[config.mk]
export PLATFORM = sky130hd
export DESIGN_NAME = usf_core
export DESIGN_NICKNAME = d
export VERILOG_FILES = /design/src/usf_pkg.sv /design/src/usf_core.sv
export VERILOG_INCLUDE_DIRS = /design/src
export SDC_FILE = /design/constraint.sdc
export NUM_CORES = 1
export LEC_CHECK = 0
export BUFFER_PORTS_ARGS = -buffer_cell sky130_fd_sc_hd__buf_2
export CAP_MARGIN = 20
export CORE_MARGIN = 2
export CORE_UTILIZATION = 50
export DETAILED_ROUTE_END_ITERATION = 8
export PLACE_DENSITY_LB_ADDON = 0.3
export SETUP_SLACK_MARGIN = 0.3
export SYNTH_ARGS = -nofsm -noshare
export SYNTH_HDL_FRONTEND = slang
export SYNTH_SLANG_ARGS = --single-unit
[constraint.sdc]
create_clock -name clk -period 6.7 [get_ports clk]
set_input_delay 0.67 -clock clk [delete_from_list [all_inputs] [get_ports clk]]
set_output_delay 0.67 -clock clk [all_outputs]
set_load 0.05 [all_outputs]
[src/usf_cfg.svh]
`ifndef USF_CFG_SVH
`define USF_CFG_SVH
// Function
// - fifo error summary bit stays zero while fifos are disabled
// - fifo mode: summary bit high while any queued character has an error
// - transmitter idle bit high when holding stage and shifter are empty
// - non-fifo: holding empty sets on move to shifter, clears on write
// - fifo mode: holding empty sets when tx fifo empties, clears on write
// - holding empty with its enable raises the interrupt request
// - break bit sets when the line stays low a whole character time
// - break bit clears when the status register is read
// - fifo mode: one all-zero character is queued per break
// - after break, reception waits for half a bit time of high line
// - error bits travel with each character, shown when it is at head
// - any of bits one to four with its enable raises the interrupt
// - stop-bit error bit sets when the sampled stop bit is low, except on a break
// - stop-bit error bit clears when the status register is read
// - after a stop-bit error the bad stop bit is taken as a start bit
// - parity mismatch bit sets on a bad parity, clears on status read
// - non-fifo: new character overwrites unread one and flags overrun
// - fifo mode: overrun only when full; the new character is dropped
// - overrun bit sets at once and clears on status read
// - data ready sets on a stored character, clears when all are read
// - loopback holds the line high and feeds the shifter to the receiver

// ----------------------------------------
// register indexes, byte address is four times the index
// ----------------------------------------
`define USF_IDX_DATA 3'h0
`define USF_IDX_IER 3'h1
`define USF_IDX_FCR 3'h2
`define USF_IDX_LCR 3'h3
`define USF_IDX_MCR 3'h4
`define USF_IDX_STAT 3'h5
`define USF_STAT_RESET 8'h60

// ----------------------------------------
// field positions
// ----------------------------------------
`define USF_IER_RDA 0
`define USF_IER_HOLD 1
`define USF_IER_RLS 2
`define USF_FCR_EN 0
`define USF_FCR_RXCLR 1
`define USF_FCR_TXCLR 2
`define USF_LCR_STB 2
`define USF_LCR_PEN 3
`define USF_LCR_EPS 4
`define USF_MCR_LOOP 4

// ----------------------------------------
// sample tick counts, sixteen ticks per bit
// ----------------------------------------
`define USF_MID_TICK 4'h7
`define USF_LAST_TICK 4'hf
`define USF_HALF_BIT 4'h7
`endif

[src/usf_pkg.sv]
package usf_pkg;
    typedef enum logic [2:0] {
        R_IDLE, R_START, R_DATA, R_PAR, R_STOP, R_BRK
    } usf_rx_t;
    typedef enum logic [2:0] {
        T_IDLE, T_START, T_DATA, T_PAR, T_STOP
    } usf_tx_t;
endpackage : usf_pkg

[src/usf_core.sv]
// Chosen here: register access over AHB-Lite.
`include "usf_cfg.svh"
module usf_core #(
    parameter int DEPTH = 16,
    parameter int TICK_DIV = 16
) (
    input wire logic clk,
    input wire logic rst_b,
    input wire logic hsel,
    input wire logic [31:0] haddr,
    input wire logic [1:0] htrans,
    input wire logic hwrite,
    input wire logic [2:0] hsize,
    input wire logic [31:0] hwdata,
    input wire logic hready,
    input wire logic rxd_pin,
    output logic [31:0] hrdata,
    output logic hreadyout,
    output logic hresp,
    output logic txd_pin,
    output logic irq
);
    localparam int AW = $clog2(DEPTH);
    localparam int CW = AW + 1;

    // refuse depths the pointer logic cannot serve
    if (DEPTH < 2 || (DEPTH & (DEPTH - 1)) != 0 || TICK_DIV < 1
        || TICK_DIV > 65536) begin : g_chk
        $error("usf_core: bad DEPTH or TICK_DIV");
    end

    // ----------------------------------------
    // bus slave
    // ----------------------------------------
    logic ph_v;
    logic ph_w;
    logic ph_ok;
    logic [2:0] ph_idx;
    logic [2:0] ier;
    logic fcr_en;
    logic [4:0] lcr;
    logic loop;
    wire acc = hsel & htrans[1] & hready;
    wire wr_ok = ph_v & ph_w & ph_ok;
    wire rd_ok = ph_v & ~ph_w & ph_ok;
    wire wr_hold = wr_ok & (ph_idx == `USF_IDX_DATA);
    wire wr_ier = wr_ok & (ph_idx == `USF_IDX_IER);
    wire wr_fcr = wr_ok & (ph_idx == `USF_IDX_FCR);
    wire wr_lcr = wr_ok & (ph_idx == `USF_IDX_LCR);
    wire wr_mcr = wr_ok & (ph_idx == `USF_IDX_MCR);
    wire rd_rbr = rd_ok & (ph_idx == `USF_IDX_DATA);
    wire rd_stat = rd_ok & (ph_idx == `USF_IDX_STAT);
    wire fclr = wr_fcr & (hwdata[`USF_FCR_EN] != fcr_en);
    wire rx_clr = fclr | (wr_fcr & hwdata[`USF_FCR_RXCLR]);
    wire tx_clr = fclr | (wr_fcr & hwdata[`USF_FCR_TXCLR]);

    // address phase capture; reads take one wait state
    always_ff @(posedge clk or negedge rst_b) begin
        if (!rst_b) begin
            ph_v <= 1'b0;
            ph_w <= 1'b0;
            ph_ok <= 1'b0;
            ph_idx <= 3'h0;
            hreadyout <= 1'b1;
            hresp <= 1'b0;
        end else begin
            ph_v <= acc;
            ph_w <= hwrite;
            ph_ok <= (haddr[31:5] == 27'h0) && (haddr[1:0] == 2'h0);
            ph_idx <= haddr[4:2];
            hreadyout <= ~(acc & ~hwrite);
            hresp <= 1'b0;
        end
    end

    // control registers written by software
    always_ff @(posedge clk or negedge rst_b) begin
        if (!rst_b) begin
            ier <= 3'h0;
            fcr_en <= 1'b0;
            lcr <= 5'h03;
            loop <= 1'b0;
        end else begin
            if (wr_ier) ier <= hwdata[2:0];
            if (wr_fcr) fcr_en <= hwdata[`USF_FCR_EN];
            if (wr_lcr) lcr <= hwdata[4:0];
            if (wr_mcr) loop <= hwdata[`USF_MCR_LOOP];
        end
    end

    // ----------------------------------------
    // sample tick and line input
    // ----------------------------------------
    logic [15:0] tdiv;
    logic rs1;
    logic rs2;
    logic tx_o;
    wire tick = (tdiv == 16'(TICK_DIV - 1));
    wire rx_in = loop ? tx_o : rs2;
    wire pen = lcr[`USF_LCR_PEN];
    wire [2:0] nb_last = {1'b1, lcr[1:0]};

    // divider and two-stage line synchroniser
    always_ff @(posedge clk or negedge rst_b) begin
        if (!rst_b) begin
            tdiv <= 16'h0;
            rs1 <= 1'b1;
            rs2 <= 1'b1;
            txd_pin <= 1'b1;
        end else begin
            tdiv <= tick ? 16'h0 : tdiv + 16'h1;
            rs1 <= rxd_pin;
            rs2 <= rs1;
            txd_pin <= loop | tx_o;
        end
    end

    // ----------------------------------------
    // receiver
    // ----------------------------------------
    usf_pkg::usf_rx_t rst;
    logic [3:0] smp;
    logic [2:0] bitn;
    logic [7:0] sh;
    logic pbit;
    logic allz;
    wire stop_smp = (rst == usf_pkg::R_STOP) & tick & (smp == `USF_LAST_TICK);
    wire [7:0] rdat = sh >> (2'h3 - lcr[1:0]);
    wire perr = pen & ((^{rdat, pbit}) ^ ~lcr[`USF_LCR_EPS]);
    wire brk = stop_smp & allz & ~rx_in;
    wire [10:0] word = brk ? 11'h400
        : {1'b0, ~rx_in, perr, rdat};

    // frame sampling state machine
    always_ff @(posedge clk or negedge rst_b) begin
        if (!rst_b) begin
            rst <= usf_pkg::R_IDLE;
            smp <= 4'h0;
            bitn <= 3'h0;
            sh <= 8'h0;
            pbit <= 1'b0;
            allz <= 1'b0;
        end else begin
            unique case (rst)
                usf_pkg::R_IDLE: begin
                    smp <= 4'h0;
                    if (!rx_in) rst <= usf_pkg::R_START;
                end
                usf_pkg::R_START: if (tick) begin
                    smp <= smp + 4'h1;
                    if (smp == `USF_MID_TICK) begin
                        smp <= 4'h0;
                        bitn <= 3'h0;
                        allz <= 1'b1;
                        rst <= rx_in ? usf_pkg::R_IDLE : usf_pkg::R_DATA;
                    end
                end
                usf_pkg::R_DATA: if (tick) begin
                    smp <= smp + 4'h1;
                    if (smp == `USF_LAST_TICK) begin
                        sh <= {rx_in, sh[7:1]};
                        allz <= allz & ~rx_in;
                        bitn <= bitn + 3'h1;
                        if (bitn == nb_last)
                            rst <= pen ? usf_pkg::R_PAR : usf_pkg::R_STOP;
                    end
                end
                usf_pkg::R_PAR: if (tick) begin
                    smp <= smp + 4'h1;
                    if (smp == `USF_LAST_TICK) begin
                        pbit <= rx_in;
                        allz <= allz & ~rx_in;
                        rst <= usf_pkg::R_STOP;
                    end
                end
                usf_pkg::R_STOP: if (tick) begin
                    smp <= smp + 4'h1;
                    if (smp == `USF_LAST_TICK) begin
                        smp <= 4'h0;
                        if (brk) rst <= usf_pkg::R_BRK;
                        else if (!rx_in) rst <= usf_pkg::R_START;
                        else rst <= usf_pkg::R_IDLE;
                    end
                end
                usf_pkg::R_BRK: if (tick) begin
                    smp <= rx_in ? smp + 4'h1 : 4'h0;
                    if (rx_in && smp == `USF_HALF_BIT)
                        rst <= usf_pkg::R_IDLE;
                end
            endcase
        end
    end

    // ----------------------------------------
    // receive fifo, depth one when fifos are off
    // ----------------------------------------
    logic [10:0] rmem [DEPTH];
    logic [AW-1:0] rwp;
    logic [AW-1:0] rrp;
    logic [CW-1:0] rcnt;
    logic [CW-1:0] ecnt;
    logic hn;
    wire [CW-1:0] cap = fcr_en ? CW'(DEPTH) : CW'(1);
    wire [10:0] head = rmem[rrp];
    wire rpop = rd_rbr & (rcnt != '0);
    wire rfull = (rcnt >= cap);
    wire rpush = stop_smp & (~rfull | rpop);
    wire ovr = stop_smp & rfull & ~rpop;
    wire ovw = ovr & ~fcr_en;
    wire werr = |word[10:8];
    wire herr = |head[10:8];
    wire [CW-1:0] einc = CW'((rpush | ovw) & werr);
    wire [CW-1:0] edec = CW'((rpop | ovw) & herr);
    wire next_hn = (rpop & (rcnt > CW'(1)))
        | (rpush & ((rcnt == '0) | rpop)) | ovw;

    // storage write, overwrite of the unread character
    always_ff @(posedge clk) begin
        if (rpush) rmem[rwp] <= word;
        else if (ovw) rmem[rrp] <= word;
    end

    // pointers, fill count and error count
    always_ff @(posedge clk or negedge rst_b) begin
        if (!rst_b) begin
            rwp <= '0;
            rrp <= '0;
            rcnt <= '0;
            ecnt <= '0;
            hn <= 1'b0;
        end else if (rx_clr) begin
            rwp <= '0;
            rrp <= '0;
            rcnt <= '0;
            ecnt <= '0;
            hn <= 1'b0;
        end else begin
            if (rpush) rwp <= rwp + 1'b1;
            if (rpop) rrp <= rrp + 1'b1;
            rcnt <= rcnt + CW'(rpush) - CW'(rpop);
            ecnt <= ecnt + einc - edec;
            hn <= next_hn;
        end
    end

    // ----------------------------------------
    // transmit fifo and shifter
    // ----------------------------------------
    usf_pkg::usf_tx_t tst;
    logic [7:0] tmem [DEPTH];
    logic [AW-1:0] twp;
    logic [AW-1:0] trp;
    logic [CW-1:0] tcnt;
    logic [3:0] tt;
    logic [2:0] tb;
    logic [7:0] tsh;
    logic tpar;
    logic tstp;
    wire twr = wr_hold & (tcnt < cap);
    wire tpop = (tst == usf_pkg::T_IDLE) & (tcnt != '0);
    wire [7:0] tdat = tmem[trp] & (8'hff >> (2'h3 - lcr[1:0]));
    wire [CW-1:0] next_tcnt = tcnt + CW'(twr) - CW'(tpop);
    wire tlast = tick & (tt == `USF_LAST_TICK);

    // holding storage
    always_ff @(posedge clk) begin
        if (twr) tmem[twp] <= hwdata[7:0];
    end

    // holding pointers
    always_ff @(posedge clk or negedge rst_b) begin
        if (!rst_b) begin
            twp <= '0;
            trp <= '0;
            tcnt <= '0;
        end else if (tx_clr) begin
            twp <= '0;
            trp <= '0;
            tcnt <= '0;
        end else begin
            if (twr) twp <= twp + 1'b1;
            if (tpop) trp <= trp + 1'b1;
            tcnt <= next_tcnt;
        end
    end

    // frame sending state machine
    always_ff @(posedge clk or negedge rst_b) begin
        if (!rst_b) begin
            tst <= usf_pkg::T_IDLE;
            tt <= 4'h0;
            tb <= 3'h0;
            tsh <= 8'h0;
            tpar <= 1'b0;
            tstp <= 1'b0;
            tx_o <= 1'b1;
        end else begin
            if (tick) tt <= tt + 4'h1;
            unique case (tst)
                usf_pkg::T_IDLE: begin
                    tx_o <= 1'b1;
                    tt <= 4'h0;
                    if (tpop) begin
                        tsh <= tdat;
                        tpar <= (^tdat) ^ ~lcr[`USF_LCR_EPS];
                        tst <= usf_pkg::T_START;
                    end
                end
                usf_pkg::T_START: begin
                    tx_o <= 1'b0;
                    tb <= 3'h0;
                    if (tlast) tst <= usf_pkg::T_DATA;
                end
                usf_pkg::T_DATA: begin
                    tx_o <= tsh[0];
                    tstp <= lcr[`USF_LCR_STB];
                    if (tlast) begin
                        tsh <= tsh >> 1;
                        tb <= tb + 3'h1;
                        if (tb == nb_last)
                            tst <= pen ? usf_pkg::T_PAR : usf_pkg::T_STOP;
                    end
                end
                usf_pkg::T_PAR: begin
                    tx_o <= tpar;
                    if (tlast) tst <= usf_pkg::T_STOP;
                end
                usf_pkg::T_STOP: begin
                    tx_o <= 1'b1;
                    if (tlast) begin
                        if (tstp) tstp <= 1'b0;
                        else tst <= usf_pkg::T_IDLE;
                    end
                end
            endcase
        end
    end

    // ----------------------------------------
    // line status flags
    // ----------------------------------------
    logic hemp;
    logic temt;
    logic oe;
    logic pf;
    logic sf;
    logic bk;
    wire dr = (rcnt != '0);
    wire ferr = fcr_en & (ecnt != '0);
    wire [7:0] stat = {ferr, temt, hemp, bk, sf, pf, oe, dr};

    // sticky errors: a new event wins over the clearing read
    always_ff @(posedge clk or negedge rst_b) begin
        if (!rst_b) begin
            oe <= 1'b0;
            pf <= 1'b0;
            sf <= 1'b0;
            bk <= 1'b0;
        end else begin
            oe <= ovr | (oe & ~rd_stat);
            pf <= (hn & head[8]) | (pf & ~rd_stat);
            sf <= (hn & head[9]) | (sf & ~rd_stat);
            bk <= (hn & head[10]) | (bk & ~rd_stat);
        end
    end

    // transmit emptiness flags
    always_ff @(posedge clk or negedge rst_b) begin
        if (!rst_b) begin
            hemp <= 1'(`USF_STAT_RESET >> 5);
            temt <= 1'(`USF_STAT_RESET >> 6);
        end else begin
            hemp <= (next_tcnt == '0);
            temt <= (tcnt == '0) & (tst == usf_pkg::T_IDLE)
                & ~twr;
        end
    end

    // ----------------------------------------
    // read data and interrupt request
    // ----------------------------------------
    wire [7:0] rd_val =
        (ph_idx == `USF_IDX_DATA) ? (dr ? head[7:0] : 8'h0) :
        (ph_idx == `USF_IDX_IER) ? {5'h0, ier} :
        (ph_idx == `USF_IDX_LCR) ? {3'h0, lcr} :
        (ph_idx == `USF_IDX_MCR) ? {3'h0, loop, 4'h0} :
        (ph_idx == `USF_IDX_STAT) ? stat : 8'h0;
    wire rls = oe | pf | sf | bk;

    // registered outputs
    always_ff @(posedge clk or negedge rst_b) begin
        if (!rst_b) begin
            hrdata <= 32'h0;
            irq <= 1'b0;
        end else begin
            hrdata <= {24'h0, rd_ok ? rd_val : 8'h0};
            irq <= (ier[`USF_IER_RDA] & dr)
                | (ier[`USF_IER_HOLD] & hemp)
                | (ier[`USF_IER_RLS] & rls);
        end
    end
endmodule : usf_core

==> results.cfg <==
[status]
outcome = complete, no violations

[floorplan]
num_rows = 71
ioPinCount = 111
die_h_um = 198
die_w_um = 198
initial_core_util_pct = 50.3
core_um2 = 37400
die-area_um2 = 39200

[detailed_routing]
drc = 0
viasPerCell = 5.67
drtIter0Drc = 835
vias = 10437
firstDrtPassIters = 5
finalWirelength_um = 38200
routedWlPerCell_um = 20.8
postRouteAntennaNets = 0

[sta]
hold_viol = 0
fmax_mhz = 240
layout_min_cycle_time_ps = 4160
maxSlewViolCount = 0
grt_setup_unrepaired = false
worst_clock_skew_ps = 13.9
finalWorstSetupSlack_ps = 2540
setup_viol = 0
slew_headroom_pct = 22.7
finalCritPeriodShare_pct = 62.1
whs_ps = 43.9
worst_pin_slew_ps = 1160
setup_tns_ps = 0

[synth]
synth_async_sr_flop_share_pct = 29.0
synth_area_leaders = edfxtp_1, dfrtp_1, mux4_2, ha_1, nor2_1
netlist.area_leader.share_pct = 48.5
synthFlopType = edfxtp_1
synth.most_common_cell = edfxtp_1
ys_types = 74
ys_top_cells_by_count = edfxtp_1, dfrtp_1, nor2_1
yosysWarnings = 0
yosys.area.top_type = edfxtp_1
syn_inst = 1218
synth_area_um2 = 18800
postSynthAreaPerCell_um2 = 15.5
synth_edf_count = 304
ys_seq_elements = 428
ys_seq_area_share_pct = 65.0

[cells_and_area]
nFillCells = 2837
area.growth.synth_to_final_pct = 12.4
n_antenna_cell = 0
nets = 1413
multi_input_area_um2 = 6120
regArea_um2 = 12200
drive_above_1_share_pct = 21.0

[global_route]
grt_antenna_before_repair = 0
grt_usage_pct = 20.3
grt_max_degree = 79
grt_pass1_vias = 10453
grt_pass1_wl_um = 59900
grt_overflow = 0

[critical_path]
critPathTopFamily = simple AND/OR/NAND/NOR gates
slowest_delay_ps = 660
cp_max_fo = 11
start_kind = flop
critPathRequiredTime_ps = 7170
path_cells = inv_1 -> ha_1 -> or4b_1 -> and3_1 -> o21bai_4 -> nand3b_1 -> a22o_1 -> ha_1 -> inv_1 -> ha_1 -> inv_1 -> fa_1 -> inv_1 -> a21oi_1 -> nor2_1 -> or3_1 -> a21oi_1
timing.rr.end = ecnt[4]
slowest_stage = or4b_1
rr_worst_depth = 17
endpoint_kind = flop
cpMostUsedCell = inv_1
arrival_ps = 4630
reg2reg_from = rcnt[3]
cp-startpoint = rcnt[3]
path_buf_inv = 4
worstSetupPathType = reg2reg
ff2ff_setup_slack_ps = 2540

[place]
portBuffers = 57
place_ws_ps = 2570
place.gp.congestion = 0.827
hpwl_um = 24400

[pwr]
power_leakage_uw = 0.00742
ir_worst_vdd_v = 0.000198
powerDensity_nw_per_um2 = 257

[cts]
clk_latency_ps = 550
max-clock-path-buffers = 3
cts.sink_count = 428
cts_tree = yes
clk_pin_slew_worst_paths_ps = 60
cts.repair.resized = 0
cts_hold_buf = 0
htree_num_levels = 2
cts_root_buf = clkbuf_16
numCtsBuffers = 45
post_cts.repair.setup_buffers = 0

[worst_hold_path]
hp-class = in2async

[job]
drv_cap = 0
[worst max-delay path by stage]
stage | to | slack (ps) | cells past startpoint
floorplan | ecnt[4] | 3180 | 19
global placement | ecnt[4] | 2580 | 17
detailed placement | ecnt[4] | 2570 | 17
CTS | ecnt[4] | 2530 | 17
global route | ecnt[4] | 2160 | 17
finish | ecnt[4] | 2540 | 17
[routing by layer]
metal	wire length, µm	share of wire (%)	vias up	global-route usage [%]
li1	-	-	4750	-
met1	16000	42	5306	27.3
met2	19000	50	303	34.1
met3	1980	5.2	78	2.88
met4	1290	3.4	0	7.05
met5	0	0	-	0
[final cells by class]
cell class / instances / share of cell area, %
clock buffers: 54 / 5.83
clock inverters: 28 / 1.37
inverters: 36 / 0.639
multi-input cells: 705 / 28.9
flip-flops and latches: 428 / 57.9
well taps: 511 / 3.02
repair buffers: 80 / 2.35
[cells in the final DEF (no fill, tap or decap), types with 17 or more instances in the layout]
cell / Yosys / layout
o21ai_0: 39 / 39
nand3_1: 19 / 19
ha_1: 39 / 39
xor2_1: 21 / 21
edfxtp_1: 304 / 304
mux4_2: 80 / 80
inv_1: 34 / 34
dfrtp_1: 115 / 111
conb_1: 1 / 25
and2_1: 19 / 19
buf_2: 10 / 56
nand2_1: 67 / 67
nor2b_1: 17 / 17
mux2i_1: 20 / 20
xnor2_1: 33 / 33
nor2_1: 101 / 98
clkbuf_16: 0 / 48
a21oi_1: 42 / 42
mux2_2: 20 / 20
buf_4: 25 / 20
[cell families after synthesis]
logic type	count (synthesis)	synth area share, %
AOI/OAI and AO/OA	142	4.88
xor gates and xnor gates	57	2.84
adders and majority gates	42	2.91
buffers and inverters	109	3.00
DFF	428	65.0
muxes	131	13.3
other	1	0.0199
and+or+nand+nor	308	8.03
[sequential cells by signal, summed over array words and instances (netlist names), 3 cells and up]
name	cells
bitn	3
ecnt	5
hrdata	8
ier	3
lcr	5
ph_idx	3
rcnt	5
rmem	176
rrp	4
rst	3
rwp	4
sh	8
smp	4
tb	3
tcnt	5
tdiv	16
tmem	128
trp	4
tsh	8
tst	3
tt	4
twp	4
[power breakdown]
| part | switching, µW | internal, µW |
|---|---|---|
| clock | 1010 | 1510 |
| combinational | 69.8 | 16.2 |
| sequential | 4.46 | 2830 |
[through the flow]
step,utilization [%],area [µm²],cells,power [µW]
6_report,56.6,21200,1842,5440
5_1_grt,56.6,21200,1842,5600
4_1_cts,56.4,21100,1836,5490
3_5_place_dp,52.3,19600,1754,2970
3_3_place_gp,52.3,19600,1754,2970
2_1_floorplan,-,18900,1242,2930
Note: power is estimated with default switching activity, not from simulation.
